### src/rtl/icd_pkg.sv
package icd_pkg;

   // depth of the pin synchroniser
   localparam int unsigned SYNC_STAGES = 3;

   // level seen on the divide-select pin when nothing drives it
   localparam logic SELECT_PULL_LEVEL = 1'b0;

   // divide factors that the select pin chooses between
   localparam int unsigned DIV_FACTOR_HIGH = 1;
   localparam int unsigned DIV_FACTOR_LOW = 2;

   // settling time of the loop in divide-by-one mode, in input clock cycles
   localparam int unsigned LOOP_LOCK_CYCLES = 10000;
   localparam int unsigned LOCK_CNT_W = 14;

   // least reset hold that board logic must give, in input clock cycles
   localparam int unsigned RESET_HOLD_DIV2_CYCLES = 32;
   localparam int unsigned RESET_HOLD_DIV1_CYCLES = 10000;

   // values after reset
   localparam logic RESET_PHASE = 1'b0;
   localparam logic RESET_TICK = 1'b0;
   localparam logic RESET_SELECT = 1'b0;

   typedef enum logic [1:0] {
      ICD_ST_DIV2,
      ICD_ST_LOOP_LOCK,
      ICD_ST_DIV1
   } icd_state_t;

endpackage : icd_pkg

### src/rtl/icd_select_sync.sv
`timescale 1ns/100ps
module icd_select_sync (
   input wire logic sys_clk_in,
   input wire logic rst_in,
   input wire logic raw_in,
   output logic level_out
);
   import icd_pkg::*;

   logic [SYNC_STAGES-1:0] stage_q;
   logic [SYNC_STAGES-1:0] stage_d;
   logic level_q;
   logic level_d;

   // stage 0 only feeds stage 1; the level moves once stages 1 and 2 agree
   always_comb begin
      stage_d = {stage_q[SYNC_STAGES-2:0], raw_in};
      level_d = level_q;
      if (stage_q[1] == stage_q[2]) begin
         level_d = stage_q[2];
      end
   end

   always_ff @(posedge sys_clk_in or posedge rst_in) begin
      if (rst_in) begin
         stage_q <= '0;
         level_q <= RESET_SELECT;
      end else begin
         stage_q <= stage_d;
         level_q <= level_d;
      end
   end

   assign level_out = level_q;

endmodule : icd_select_sync

### src/rtl/icd_clock_divider.sv
`timescale 1ns/100ps
module icd_clock_divider #(
   parameter int unsigned LOCK_CYCLES = icd_pkg::LOOP_LOCK_CYCLES
) (
   input wire logic sys_clk_in,
   input wire logic rst_in,
   input wire logic clock_divide_select_in,
   input wire logic clock_divide_select_driven_in,
   output logic internal_clock_en_out,
   output logic [1:0] processor_clock_outputs_out,
   output logic divide_by_one_out,
   output logic loop_locked_out
);
   import icd_pkg::*;

   // the lock counter cannot serve a count of zero or one past its width
   if (LOCK_CYCLES < 1 || LOCK_CYCLES >= (1 << LOCK_CNT_W)) begin : g_bad_lock
      $error("LOCK_CYCLES out of range for the lock counter");
   end

   localparam logic [LOCK_CNT_W-1:0] LOCK_LAST =
      LOCK_CNT_W'(LOCK_CYCLES - 1);

   ////////////////////////////////////////////////////////////////////////////
   // select pin

   logic select_raw;
   logic mode_one;

   // a floating pin reads as the weak pull level
   assign select_raw = clock_divide_select_driven_in ?
                       clock_divide_select_in : SELECT_PULL_LEVEL;

   icd_select_sync u_select_sync (
      .sys_clk_in(sys_clk_in),
      .rst_in(rst_in),
      .raw_in(select_raw),
      .level_out(mode_one)
   );

   ////////////////////////////////////////////////////////////////////////////
   // divider and loop model

   icd_state_t state_q;
   icd_state_t state_d;
   logic phase_q;
   logic phase_d;
   logic [LOCK_CNT_W-1:0] lock_cnt_q;
   logic [LOCK_CNT_W-1:0] lock_cnt_d;
   logic tick_q;
   logic tick_d;

   // the mode is re-evaluated every cycle, so a moving pin moves the clock
   always_comb begin
      state_d = state_q;
      phase_d = phase_q;
      lock_cnt_d = lock_cnt_q;
      tick_d = 1'b0;
      case (state_q)
         ICD_ST_DIV2: begin
            phase_d = ~phase_q;
            tick_d = phase_q;
            if (mode_one) begin
               state_d = ICD_ST_LOOP_LOCK;
               lock_cnt_d = '0;
            end
         end
         ICD_ST_LOOP_LOCK: begin
            // no ticks while the loop settles; a glitchy clock is worse
            lock_cnt_d = lock_cnt_q + 1'b1;
            if (!mode_one) begin
               state_d = ICD_ST_DIV2;
               phase_d = RESET_PHASE;
            end else if (lock_cnt_q == LOCK_LAST) begin
               state_d = ICD_ST_DIV1;
            end
         end
         ICD_ST_DIV1: begin
            tick_d = 1'b1;
            if (!mode_one) begin
               state_d = ICD_ST_DIV2;
               phase_d = RESET_PHASE;
            end
         end
         default: begin
            state_d = ICD_ST_DIV2;
            phase_d = RESET_PHASE;
         end
      endcase
   end

   always_ff @(posedge sys_clk_in or posedge rst_in) begin
      if (rst_in) begin
         state_q <= ICD_ST_DIV2;
         phase_q <= RESET_PHASE;
         lock_cnt_q <= '0;
         tick_q <= RESET_TICK;
      end else begin
         state_q <= state_d;
         phase_q <= phase_d;
         lock_cnt_q <= lock_cnt_d;
         tick_q <= tick_d;
      end
   end

   ////////////////////////////////////////////////////////////////////////////
   // outputs

   // the tick is the one reference every launch and sample is timed on
   assign internal_clock_en_out = tick_q;
   assign processor_clock_outputs_out = {tick_q, tick_q};
   assign divide_by_one_out = (state_q == ICD_ST_DIV1);
   assign loop_locked_out = (state_q == ICD_ST_DIV1);
endmodule : icd_clock_divider

### config.mk
export PLATFORM = sky130hd
export DESIGN_NAME = icd_clock_divider
export DESIGN_NICKNAME = d
export VERILOG_FILES = /design/src/rtl/icd_pkg.sv /design/src/rtl/icd_select_sync.sv /design/src/rtl/icd_clock_divider.sv
export SDC_FILE = /design/constraint.sdc
export NUM_CORES = 1
export LEC_CHECK = 0
export BUFFER_PORTS_ARGS = -buffer_cell sky130_fd_sc_hd__buf_4
export CORE_UTILIZATION = 60
export CTS_CLUSTER_DIAMETER = 100
export CTS_CLUSTER_SIZE = 20
export DETAILED_ROUTE_END_ITERATION = 10
export GPL_ROUTABILITY_DRIVEN = 1
export PLACE_DENSITY = 0.78
export SLEW_MARGIN = 10
export SYNTH_ARGS = -nofsm -noshare
export SYNTH_HDL_FRONTEND = slang
export SYNTH_SLANG_ARGS = --single-unit
### constraint.sdc
create_clock -name sys_clk_in -period 5 [get_ports sys_clk_in]
set_input_delay 1 -clock sys_clk_in [delete_from_list [all_inputs] [get_ports sys_clk_in]]
set_output_delay 1 -clock sys_clk_in [all_outputs]
set_load 0.005 [all_outputs]
==> results of run 1 <==
[where the power goes]
group | leakage [nW] | switching [W] | internal, W | total, W
combinational | 0.241 | 0.0000648 | 0.0000559 | 0.000121
clock | 0.0210 | 0.0000522 | 0.0000445 | 0.0000966
sequential | 0.298 | 0.0000193 | 0.000199 | 0.000218
[cell type report]
type                       instances  area [um2]
fill                             141         509
multi-input combinational         86         562
tap                               25        31.3
timing repair buffer               8        60.1
inverter                           4        15.0
sequential                        22         551
clock buffer                       4        36.3
[cell usage in the layout, fill, tap and decap left out, drive strengths merged, types with 2 or more instances in the layout]
cell     n
nand2b   2
nand4    2
mux2i    3
or3      3
xnor2    5
o21ai    8
or4      2
a31o     2
inv      4
dfrtp   22
nand2   11
ha       4
a21oi    6
or4b     2
nor2    10
nor3     3
buf      8
clkbuf   4
nand3b   2
nand3    5
[worst paths after layout]
kind | to | slack, ps | cells after the start
min reg2reg | u_select_sync.stage_q[1] | 360 | 0
min in group asynchronous | u_select_sync.stage_q[0] | 850 | 2
max reg2reg | lock_cnt_q[11] | 2550 | 6
min | u_select_sync.stage_q[1] | 360 | 0
max | lock_cnt_q[11] | 2550 | 6
max in group asynchronous | lock_cnt_q[8] | 3650 | 2
[cells by family after synthesis]
| family | share of synthesized area |
|---|---|
| muxes | 0.0356 |
| and+or+nand+nor | 0.224 |
| DFF | 0.474 |
| AOI/OAI and AO/OA | 0.127 |
| adders and majority gates | 0.0517 |
| buffers and inverters | 0.0420 |
| xor gates and xnor gates | 0.0453 |
[per-stage QoR]
| stage | cells | setup slack [ps] | instance area [um2] | util |
|---|---|---|---|---|
| final | 149 | 2550 | 1250 | 0.711 |
| after global routing | 149 | 2400 | 1250 | 0.711 |
| after CTS | 149 | 2600 | 1250 | 0.711 |
| after detailed placement | 145 | 2640 | 1220 | 0.691 |
| after global placement | 145 | 2720 | 1220 | 0.691 |
| after floorplan | 118 | 2940 | 1160 | - |
[flip-flops by register name, indices dropped and copies added (netlist names)]
signal	flops
internal_clock_en_out	1
lock_cnt_q	14
phase_q	1
state_q	2
u_select_sync.level_out	1
u_select_sync.stage_q	3
[metal layers]
layer  GRT usage  vias up  share of wire
met5           0        -              0
met1       0.295      416           0.49
met3      0.0476        4          0.022
met2       0.361       11           0.46
met4       0.124        0          0.022
li1            -      429              -
==> metrics.md, run 1 <==
| Metric | Value |
|---|---|
| Worst slew pin tran | `828 ps` |
| Slew Viols, Final | `0` |
| Vias in the first global route | `756` |
| Share of cells above drive strength 1 | `0.137` |
| Reg clk slew, reported paths | `120 ps` |
| Antenna diode count | `0` |
| Area leader, netlist | `dfrtp_1` |
| Worst Path Class, Setup | `reg -> reg` |
| First-pass GRT wire length | `3280 um` |
| Ranking of synthesized cells by area | `dfrtp_1 (47%), ha_1 (4.3%), xnor2_1 (3.8%)` |
| # clock sinks | `22` |
| Top cells by count, synth | `dfrtp_1 (22), nand2_1 (11), nor2_1 (10)` |
| Initial antenna violation count | `0` |
| R2r startpoint | `state_q[0]` |
| Top Family by Delay on Critical Path | `simple AND/OR/NAND/NOR gates` |
| Fin crit period | `2450 ps` |
| Final hold vios | `0` |
| CTS Hold Bufs | `0` |
| Clk Latency, worst-skew pair | `300 ps` |
| Leakage power | `0.560 nW` |
| Yosys top cell area share | `0.474` |
| Initial DRC count | `5` |
| Critical path origin | `state_q[0]` |
| Syn Area/Cell | `9.84 um2` |
| CP Capture Type | `register` |
| EDFF count, synth | `0` |
| Slowest CP cell | `nor4_1` |
| CTS Root Cell | `clkbuf_4` |
| Post-DRT Antenna Nets | `0` |
| Final wirelength | `2090 um` |
| Chip Height | `46.0 um` |
| CTS Buffer Depth | `2` |
| Core Rows | `15` |
| CTS tree | `yes` |
| DIE WIDTH | `46.0 um` |
| Worst Path Buf+Inv | `1` |
| Startpoint types | `register` |
| Tot Pwr | `0.000436 W` |
| Most common cell in the netlist | `dfrtp_1` |
| Cts repair resizes | `0` |
| DPL Wire Length | `1480 um` |
| HP Class | `reg -> reg` |
| GRT Residual Overflow | `0` |
| Setup Buffers After CTS | `0` |
| FFs w/ async S/R, synth | `1.00` |
| Max frequency | `0.408 GHz` |
| CP cell instances | `inv_1 > ha_1 > mux2i_1 > nor4_1 > a21oi_1 > a31o_2` |
| Pre-Repair DR Iteration Count | `4` |
| Seq/Total Area, Yosys | `0.474` |
| Yosys cell types | `39` |
| Final number of setup-violating endpoints | `0` |
| Placer congestion estimate | `0.906` |
| IO buf count | `8` |
| Critical Path RT | `5210 ps` |
| Starting Density | `0.658` |
| Core area | `0.00176 mm2` |
| Max-Cap Viols | `0` |
| FF+latch count, synth | `22` |
| Vias | `860` |
| Nets@finish | `133` |
| Largest net degree at the start of global routing | `23` |
| Worst Path Max Fanout | `12` |
| Residual DRC | `0` |
| Part of the cycle the worst path needs | `0.490` |
| Worst IR drop on VDD | `0.275 mV` |
| Area of the mapped netlist | `0.00116 mm2` |
| Outcome | `finished, final reports clean` |
| Final Skew | `0.481 ps` |
| Drt via density | `5.77` |
| Worst EP arrival | `2660 ps` |
| WL/cell | `14.0 um` |
| Die ar. | `0.00212 mm2` |
| CP max stage delay | `750 ps` |
| H-tree levels | `1` |
| Mapped Cells | `118` |
| Setup total negative slack | `0 ps` |
| RSZ-0062 raised after global routing | `false` |
| Area grow syn2layout | `8.08%` |
| Yosys Warn Count | `0` |
| Syn Nets | `126` |
| Rel. slew slack | `0.447` |
| Number of I/O pins | `9` |
| Most used DFF post-synth | `dfrtp_1` |
| Power per cell area | `347 mW/mm2` |
| Hold path startpoint | `u_select_sync.stage_q[0]` |
| Cts bufs inserted | `3` |
| Hold WS | `362 ps` |
| Total track usage | `0.230` |
(Power assumes the default switching activity.)
==> inputs of run 2 (changes only) <==
--- a/config.mk
+++ b/config.mk
@@ -6,12 +6,12 @@
 export NUM_CORES = 1
 export LEC_CHECK = 0
 export BUFFER_PORTS_ARGS = -buffer_cell sky130_fd_sc_hd__buf_4
-export CORE_UTILIZATION = 60
+export CORE_UTILIZATION = 57
 export CTS_CLUSTER_DIAMETER = 100
 export CTS_CLUSTER_SIZE = 20
 export DETAILED_ROUTE_END_ITERATION = 10
 export GPL_ROUTABILITY_DRIVEN = 1
-export PLACE_DENSITY = 0.78
+export PLACE_DENSITY = 0.74
 export SLEW_MARGIN = 10
 export SYNTH_ARGS = -nofsm -noshare
 export SYNTH_HDL_FRONTEND = slang
==> constraint.sdc (replaced) <==
create_clock -name sys_clk_in -period 2.3 [get_ports sys_clk_in]
set_input_delay 0.46 -clock sys_clk_in [delete_from_list [all_inputs] [get_ports sys_clk_in]]
set_output_delay 0.46 -clock sys_clk_in [all_outputs]
set_load 0.005 [all_outputs]
==> metrics.md, run 2 (synthesized netlist as in run 1, its figures left out) <==
| Metric | Value |
|---|---|
| Outcome | `finished, final reports clean` |
| Largest net degree at the start of global routing | `23` |
| Rel. slew slack | `0.461` |
| Initial antenna violation count | `0` |
| Number of I/O pins | `9` |
| Slack of the critical path | `124 ps` |
| Net switching power figure | `0.000310 W` |
| Cts bufs inserted | `3` |
| Slowest CP cell | `or4_4` |
| Core area | `0.00182 mm2` |
| Pre-Repair DR Iteration Count | `4` |
| Reg power frac | `0.482` |
| Worst EP arrival | `2360 ps` |
| RSZ-0062 raised after global routing | `false` |
| Total track usage | `0.219` |
| Final wirelength | `2160 um` |
| Leakage power | `0.595 nW` |
| Area grow syn2layout | `12.6%` |
| Fin crit period | `2180 ps` |
| Design area | `0.00131 mm2` |
| Largest Register | `lock_cnt_q` |
| Share of cells above drive strength 1 | `0.183` |
| Final Skew | `3.88 ps` |
| Power per cell area | `753 mW/mm2` |
| IO buf count | `8` |
| Commonest non-fill, non-tap cell in the layout | `dfrtp_1` |
| # clock sinks | `22` |
| Commonest non-fill, non-tap cells in the layout | `dfrtp_1 (22), buf_4 (15), nand2_1 (11)` |
| Slew Viols, Final | `0` |
| Part of the cycle the worst path needs | `0.946` |
| Vias in the first global route | `806` |
| CP Capture Type | `register` |
| Chip Height | `47.1 um` |
| Setup Buffers After CTS | `0` |
| CP cell instances | `inv_1 > ha_1 > and2b_1 > a211o_1 > or4_4 > a221o_1` |
| Worst Path Class, Setup | `reg -> reg` |
| Core Rows | `15` |
| Starting Density | `0.638` |
| Clk Latency, worst-skew pair | `300 ps` |
| Max-Cap Viols | `0` |
| Comb pwr share | `0.307` |
| Antenna diode count | `0` |
| Final hold vios | `0` |
| CP max stage delay | `540 ps` |
| Placed cell area | `0.00127 mm2` |
| Initial DRC count | `22` |
| Critical Path RT | `2490 ps` |
| CTS Hold Bufs | `0` |
| DIE WIDTH | `47.1 um` |
| Drt via density | `5.76` |
| Setup total negative slack | `0 ps` |
| Top flop regs | `lock_cnt_q x14, u_select_sync.stage_q x3, state_q x2` |
| Worst slew pin tran | `807 ps` |
| CTS tree | `yes` |
| Post-DRT Antenna Nets | `0` |
| GRT Residual Overflow | `0` |
| Final number of setup-violating endpoints | `0` |
| Vias | `899` |
| Hold WS | `303 ps` |
| WL/cell | `13.8 um` |
| Max frequency | `0.460 GHz` |
| Die ar. | `0.00222 mm2` |
| First-pass GRT wire length | `3360 um` |
| Worst IR drop on VDD | `0.383 mV` |
| Worst Path Max Fanout | `4` |
| Nets@finish | `140` |
| DPL Wire Length | `1600 um` |
| Cts repair resizes | `0` |
| CTS Root Cell | `clkbuf_4` |
| P_int | `0.000674 W` |
| Residual DRC | `0` |
| Reg clk slew, reported paths | `120 ps` |
| H-tree levels | `1` |
| HP Class | `in -> async` |
| Final Util | `0.718` |
| Startpoint types | `register` |
| Placer congestion estimate | `0.879` |
| Sw frac | `0.315` |
| Clock network power share | `0.210` |
| Pre-CTS setup slack | `141 ps` |
| Largest register FFs | `14` |
| CTS Buffer Depth | `2` |
-- run 2: worst paths after layout --
kind | from | to | slack (ps) | depth (start not counted)
setup / recovery | state_q[0] | state_q[0] | 120 | 6
min in group sys_clk_in | clock_divide_select_in | u_select_sync.stage_q[0] | 360 | 2
hold / removal | rst_in | u_select_sync.stage_q[0] | 300 | 2
hold reg to reg | u_select_sync.stage_q[0] | u_select_sync.stage_q[1] | 360 | 0
max in group asynchronous | rst_in | lock_cnt_q[10] | 1500 | 2
setup reg to reg | state_q[0] | state_q[0] | 120 | 6
-- run 2: per-layer routing --
layer  vias to the layer above  track usage  share of wire
li1                        444            -              -
met1                       434        0.265           0.47
met2                        15        0.389           0.48
met3                         6       0.0269          0.025
met4                         0       0.0971          0.017
met5                         -            0              0
-- run 2: cell type report --
type	count	area [um2]
sequential	22	551
clock buffer	4	36.3
timing repair buffer	15	113
fill	146	513
tap	25	31.3
inverter	4	15.0
multi-input combinational	86	562
-- run 2: power by group through the flow --
stage	Sequential (W)	Clock (W)	Combinational (W)
after floorplan	0.000473	0	0.000211
after global placement	0.000479	0	0.000286
after detailed placement	0.000484	0	0.000302
after CTS	0.000476	0.000211	0.000302
after global routing	0.000484	0.000224	0.000340
final	0.000475	0.000207	0.000302
-- run 2: critical path: cells and delay by family, from the launching register on --
kind	cells	cell delay, ps
simple gates	2	720
compound gates	2	660
flops	1	380
fa+ha+maj	1	220
buf+inv	1	100
-- run 2: metrics by stage --
stage / instances / power (W)
CTS: 156 / 0.000989
finish: 156 / 0.000984
global placement: 152 / 0.000765
detailed placement: 152 / 0.000785
global route: 156 / 0.00105
floorplan: 118 / 0.000684
==> inputs of run 3 (changes only) <==
--- a/config.mk
+++ b/config.mk
@@ -5,7 +5,7 @@
 export SDC_FILE = /design/constraint.sdc
 export NUM_CORES = 1
 export LEC_CHECK = 0
-export BUFFER_PORTS_ARGS = -buffer_cell sky130_fd_sc_hd__buf_4
+export BUFFER_PORTS_ARGS = -buffer_cell sky130_fd_sc_hd__buf_2
 export CORE_UTILIZATION = 57
 export CTS_CLUSTER_DIAMETER = 100
 export CTS_CLUSTER_SIZE = 20
==> metrics.md, run 3 (synthesized netlist as in run 1, its figures left out) <==
| Metric | Value |
|---|---|
| Outcome | `finished, final reports clean` |
| Core area | `0.00182 mm2` |
| Met2 WL post-DR | `1010 um` |
| Worst EP arrival | `2330 ps` |
| Pre-CTS setup slack | `181 ps` |
| Reg clk slew, reported paths | `110 ps` |
| Top Family by Delay on Critical Path | `simple AND/OR/NAND/NOR gates` |
| Reg2reg setup slack | `160 ps` |
| Core Rows | `15` |
| Slack of the critical path | `160 ps` |
| Placer congestion estimate | `0.907` |
| WL met1 | `969 um` |
| Residual DRC | `0` |
| Largest net degree at the start of global routing | `23` |
| Clk Latency, worst-skew pair | `290 ps` |
| Pre-Repair DR Iteration Count | `4` |
| CP max stage delay | `540 ps` |
| Initial antenna violation count | `0` |
| Top flop regs | `lock_cnt_q x14, u_select_sync.stage_q x3, state_q x2` |
| Commonest non-fill, non-tap cells in the layout | `dfrtp_1 (22), nand2_1 (11), nor2_1 (10)` |
| Vias in the first global route | `805` |
| Number of I/O pins | `9` |
| Starting Density | `0.638` |
| CP cell instances | `inv_1 > ha_1 > and2b_1 > a211o_1 > or4_4 > a221o_1` |
| Slew Viols, Final | `0` |
| Max-Cap Viols | `0` |
| Reg2reg end | `state_q[0]` |
| Final std cells w/o fill | `155` |
| Power per cell area | `718 mW/mm2` |
| # clock sinks | `22` |
| Part of the cycle the worst path needs | `0.931` |
| Cts repair resizes | `0` |
| Final number of setup-violating endpoints | `0` |
| DPL Wire Length | `1550 um` |
| RSZ-0062 raised after global routing | `false` |
| Rel. slew slack | `0.460` |
| Max Used Layer | `met4` |
| Worst Path Buf+Inv | `1` |
| Total track usage | `0.219` |
| First-pass GRT wire length | `3370 um` |
| Fillers | `159` |
| Initial DRC count | `22` |
| CTS Root Cell | `clkbuf_4` |
| Cts bufs inserted | `3` |
| WL met3 | `48 um` |
| GRT Residual Overflow | `0` |
| Final Skew | `1.58 ps` |
| Commonest non-fill, non-tap cell in the layout | `dfrtp_1` |
| DIE WIDTH | `47.1 um` |
| CTS Hold Bufs | `0` |
| Final wirelength | `2050 um` |
| Slowest CP cell | `or4_4` |
| Setup Buffers After CTS | `0` |
| Worst IR drop on VDD | `0.399 mV` |
| Leakage power | `0.584 nW` |
| Largest register FFs | `14` |
| Chip Height | `47.1 um` |
| Area grow syn2layout | `9.70%` |
| Fin crit period | `2140 ps` |
| Dpl cells | `152` |
| Drt via density | `5.88` |
| Worst slew pin tran | `809 ps` |
| Post-DRT Antenna Nets | `0` |
| Vias | `912` |
| HP Class | `in -> async` |
| IO buf count | `8` |
| R2r startpoint | `state_q[0]` |
| Largest Register | `lock_cnt_q` |
| Setup total negative slack | `0 ps` |
| WL/cell | `13.2 um` |
| Antenna diode count | `0` |
| Nets@finish | `140` |
| Share of cells above drive strength 1 | `0.177` |
| CTS tree | `yes` |
| Worst Reg-to-Reg Cells | `6` |
| Startpoint types | `register` |
| CTS Buffer Depth | `2` |
| Worst Path Max Fanout | `4` |
| Final hold vios | `0` |
| Max frequency | `0.467 GHz` |
| Critical Path RT | `2490 ps` |
| H-tree levels | `1` |
| CP Capture Type | `register` |
| Die ar. | `0.00222 mm2` |
| Worst Path Class, Setup | `reg -> reg` |
[run 3: cell count changes in the layout (fill, tap and decap cells not counted)]
cell and change:
buf_2 +8, clkbuf_8 -1, buf_4 -8
[run 3: layer usage]
layer,track usage,vias up
li1,-,452
met1,0.289,444
met2,0.364,14
met3,0.0346,2
met4,0.0857,0
met5,0,-
[run 3: worst reg2reg max path: cells and delay by family (launching register included)]
family,cells,cell delay [ps]
buf+inv,1,90
simple gates,2,720
flops,1,370
fa+ha+maj,1,220
compound gates,2,640
[run 3: how the worst max path moves through the flow]
stage                     startpoint             end  depth (start not counted)
after global routing      state_q[0]  lock_cnt_q[12]                          7
after global placement    state_q[0]      state_q[0]                          6
after detailed placement  state_q[0]      state_q[0]                          6
final                     state_q[0]      state_q[0]                          6
after floorplan           state_q[0]      state_q[0]                          6
after CTS                 state_q[0]      state_q[0]                          6
[run 3: final cells by class]
type	instances	area (um2)	area share
Sequential cell	22	551	0.432
Timing Repair Buffer	15	92.6	0.0727
Multi-Input combinational cell	86	562	0.441
Tap cell	25	31.3	0.0246
Inverter	4	15.0	0.0118
Clock buffer	3	22.5	0.0177
[run 3: per-stage QoR]
stage / utilization / power (W) / instance area, um2 / hold slack [ps]
5_1_grt: 0.700 / 0.000987 / 1270 / 350
4_1_cts: 0.700 / 0.000924 / 1270 / 323
3_3_place_gp: 0.687 / 0.000750 / 1250 / 334
3_5_place_dp: 0.687 / 0.000757 / 1250 / 338
6_report: 0.700 / 0.000915 / 1270 / 304
2_1_floorplan: - / 0.000684 / 1160 / 331
[run 3: power breakdown]
part | leakage [nW] | internal [W] | switching (W) | total, W
Combinational | 0.272 | 0.000131 | 0.000150 | 0.000281
Sequential | 0.298 | 0.000433 | 0.0000380 | 0.000471
Clock | 0.0138 | 0.0000609 | 0.000102 | 0.000163
Total | 0.584 | 0.000624 | 0.000290 | 0.000915
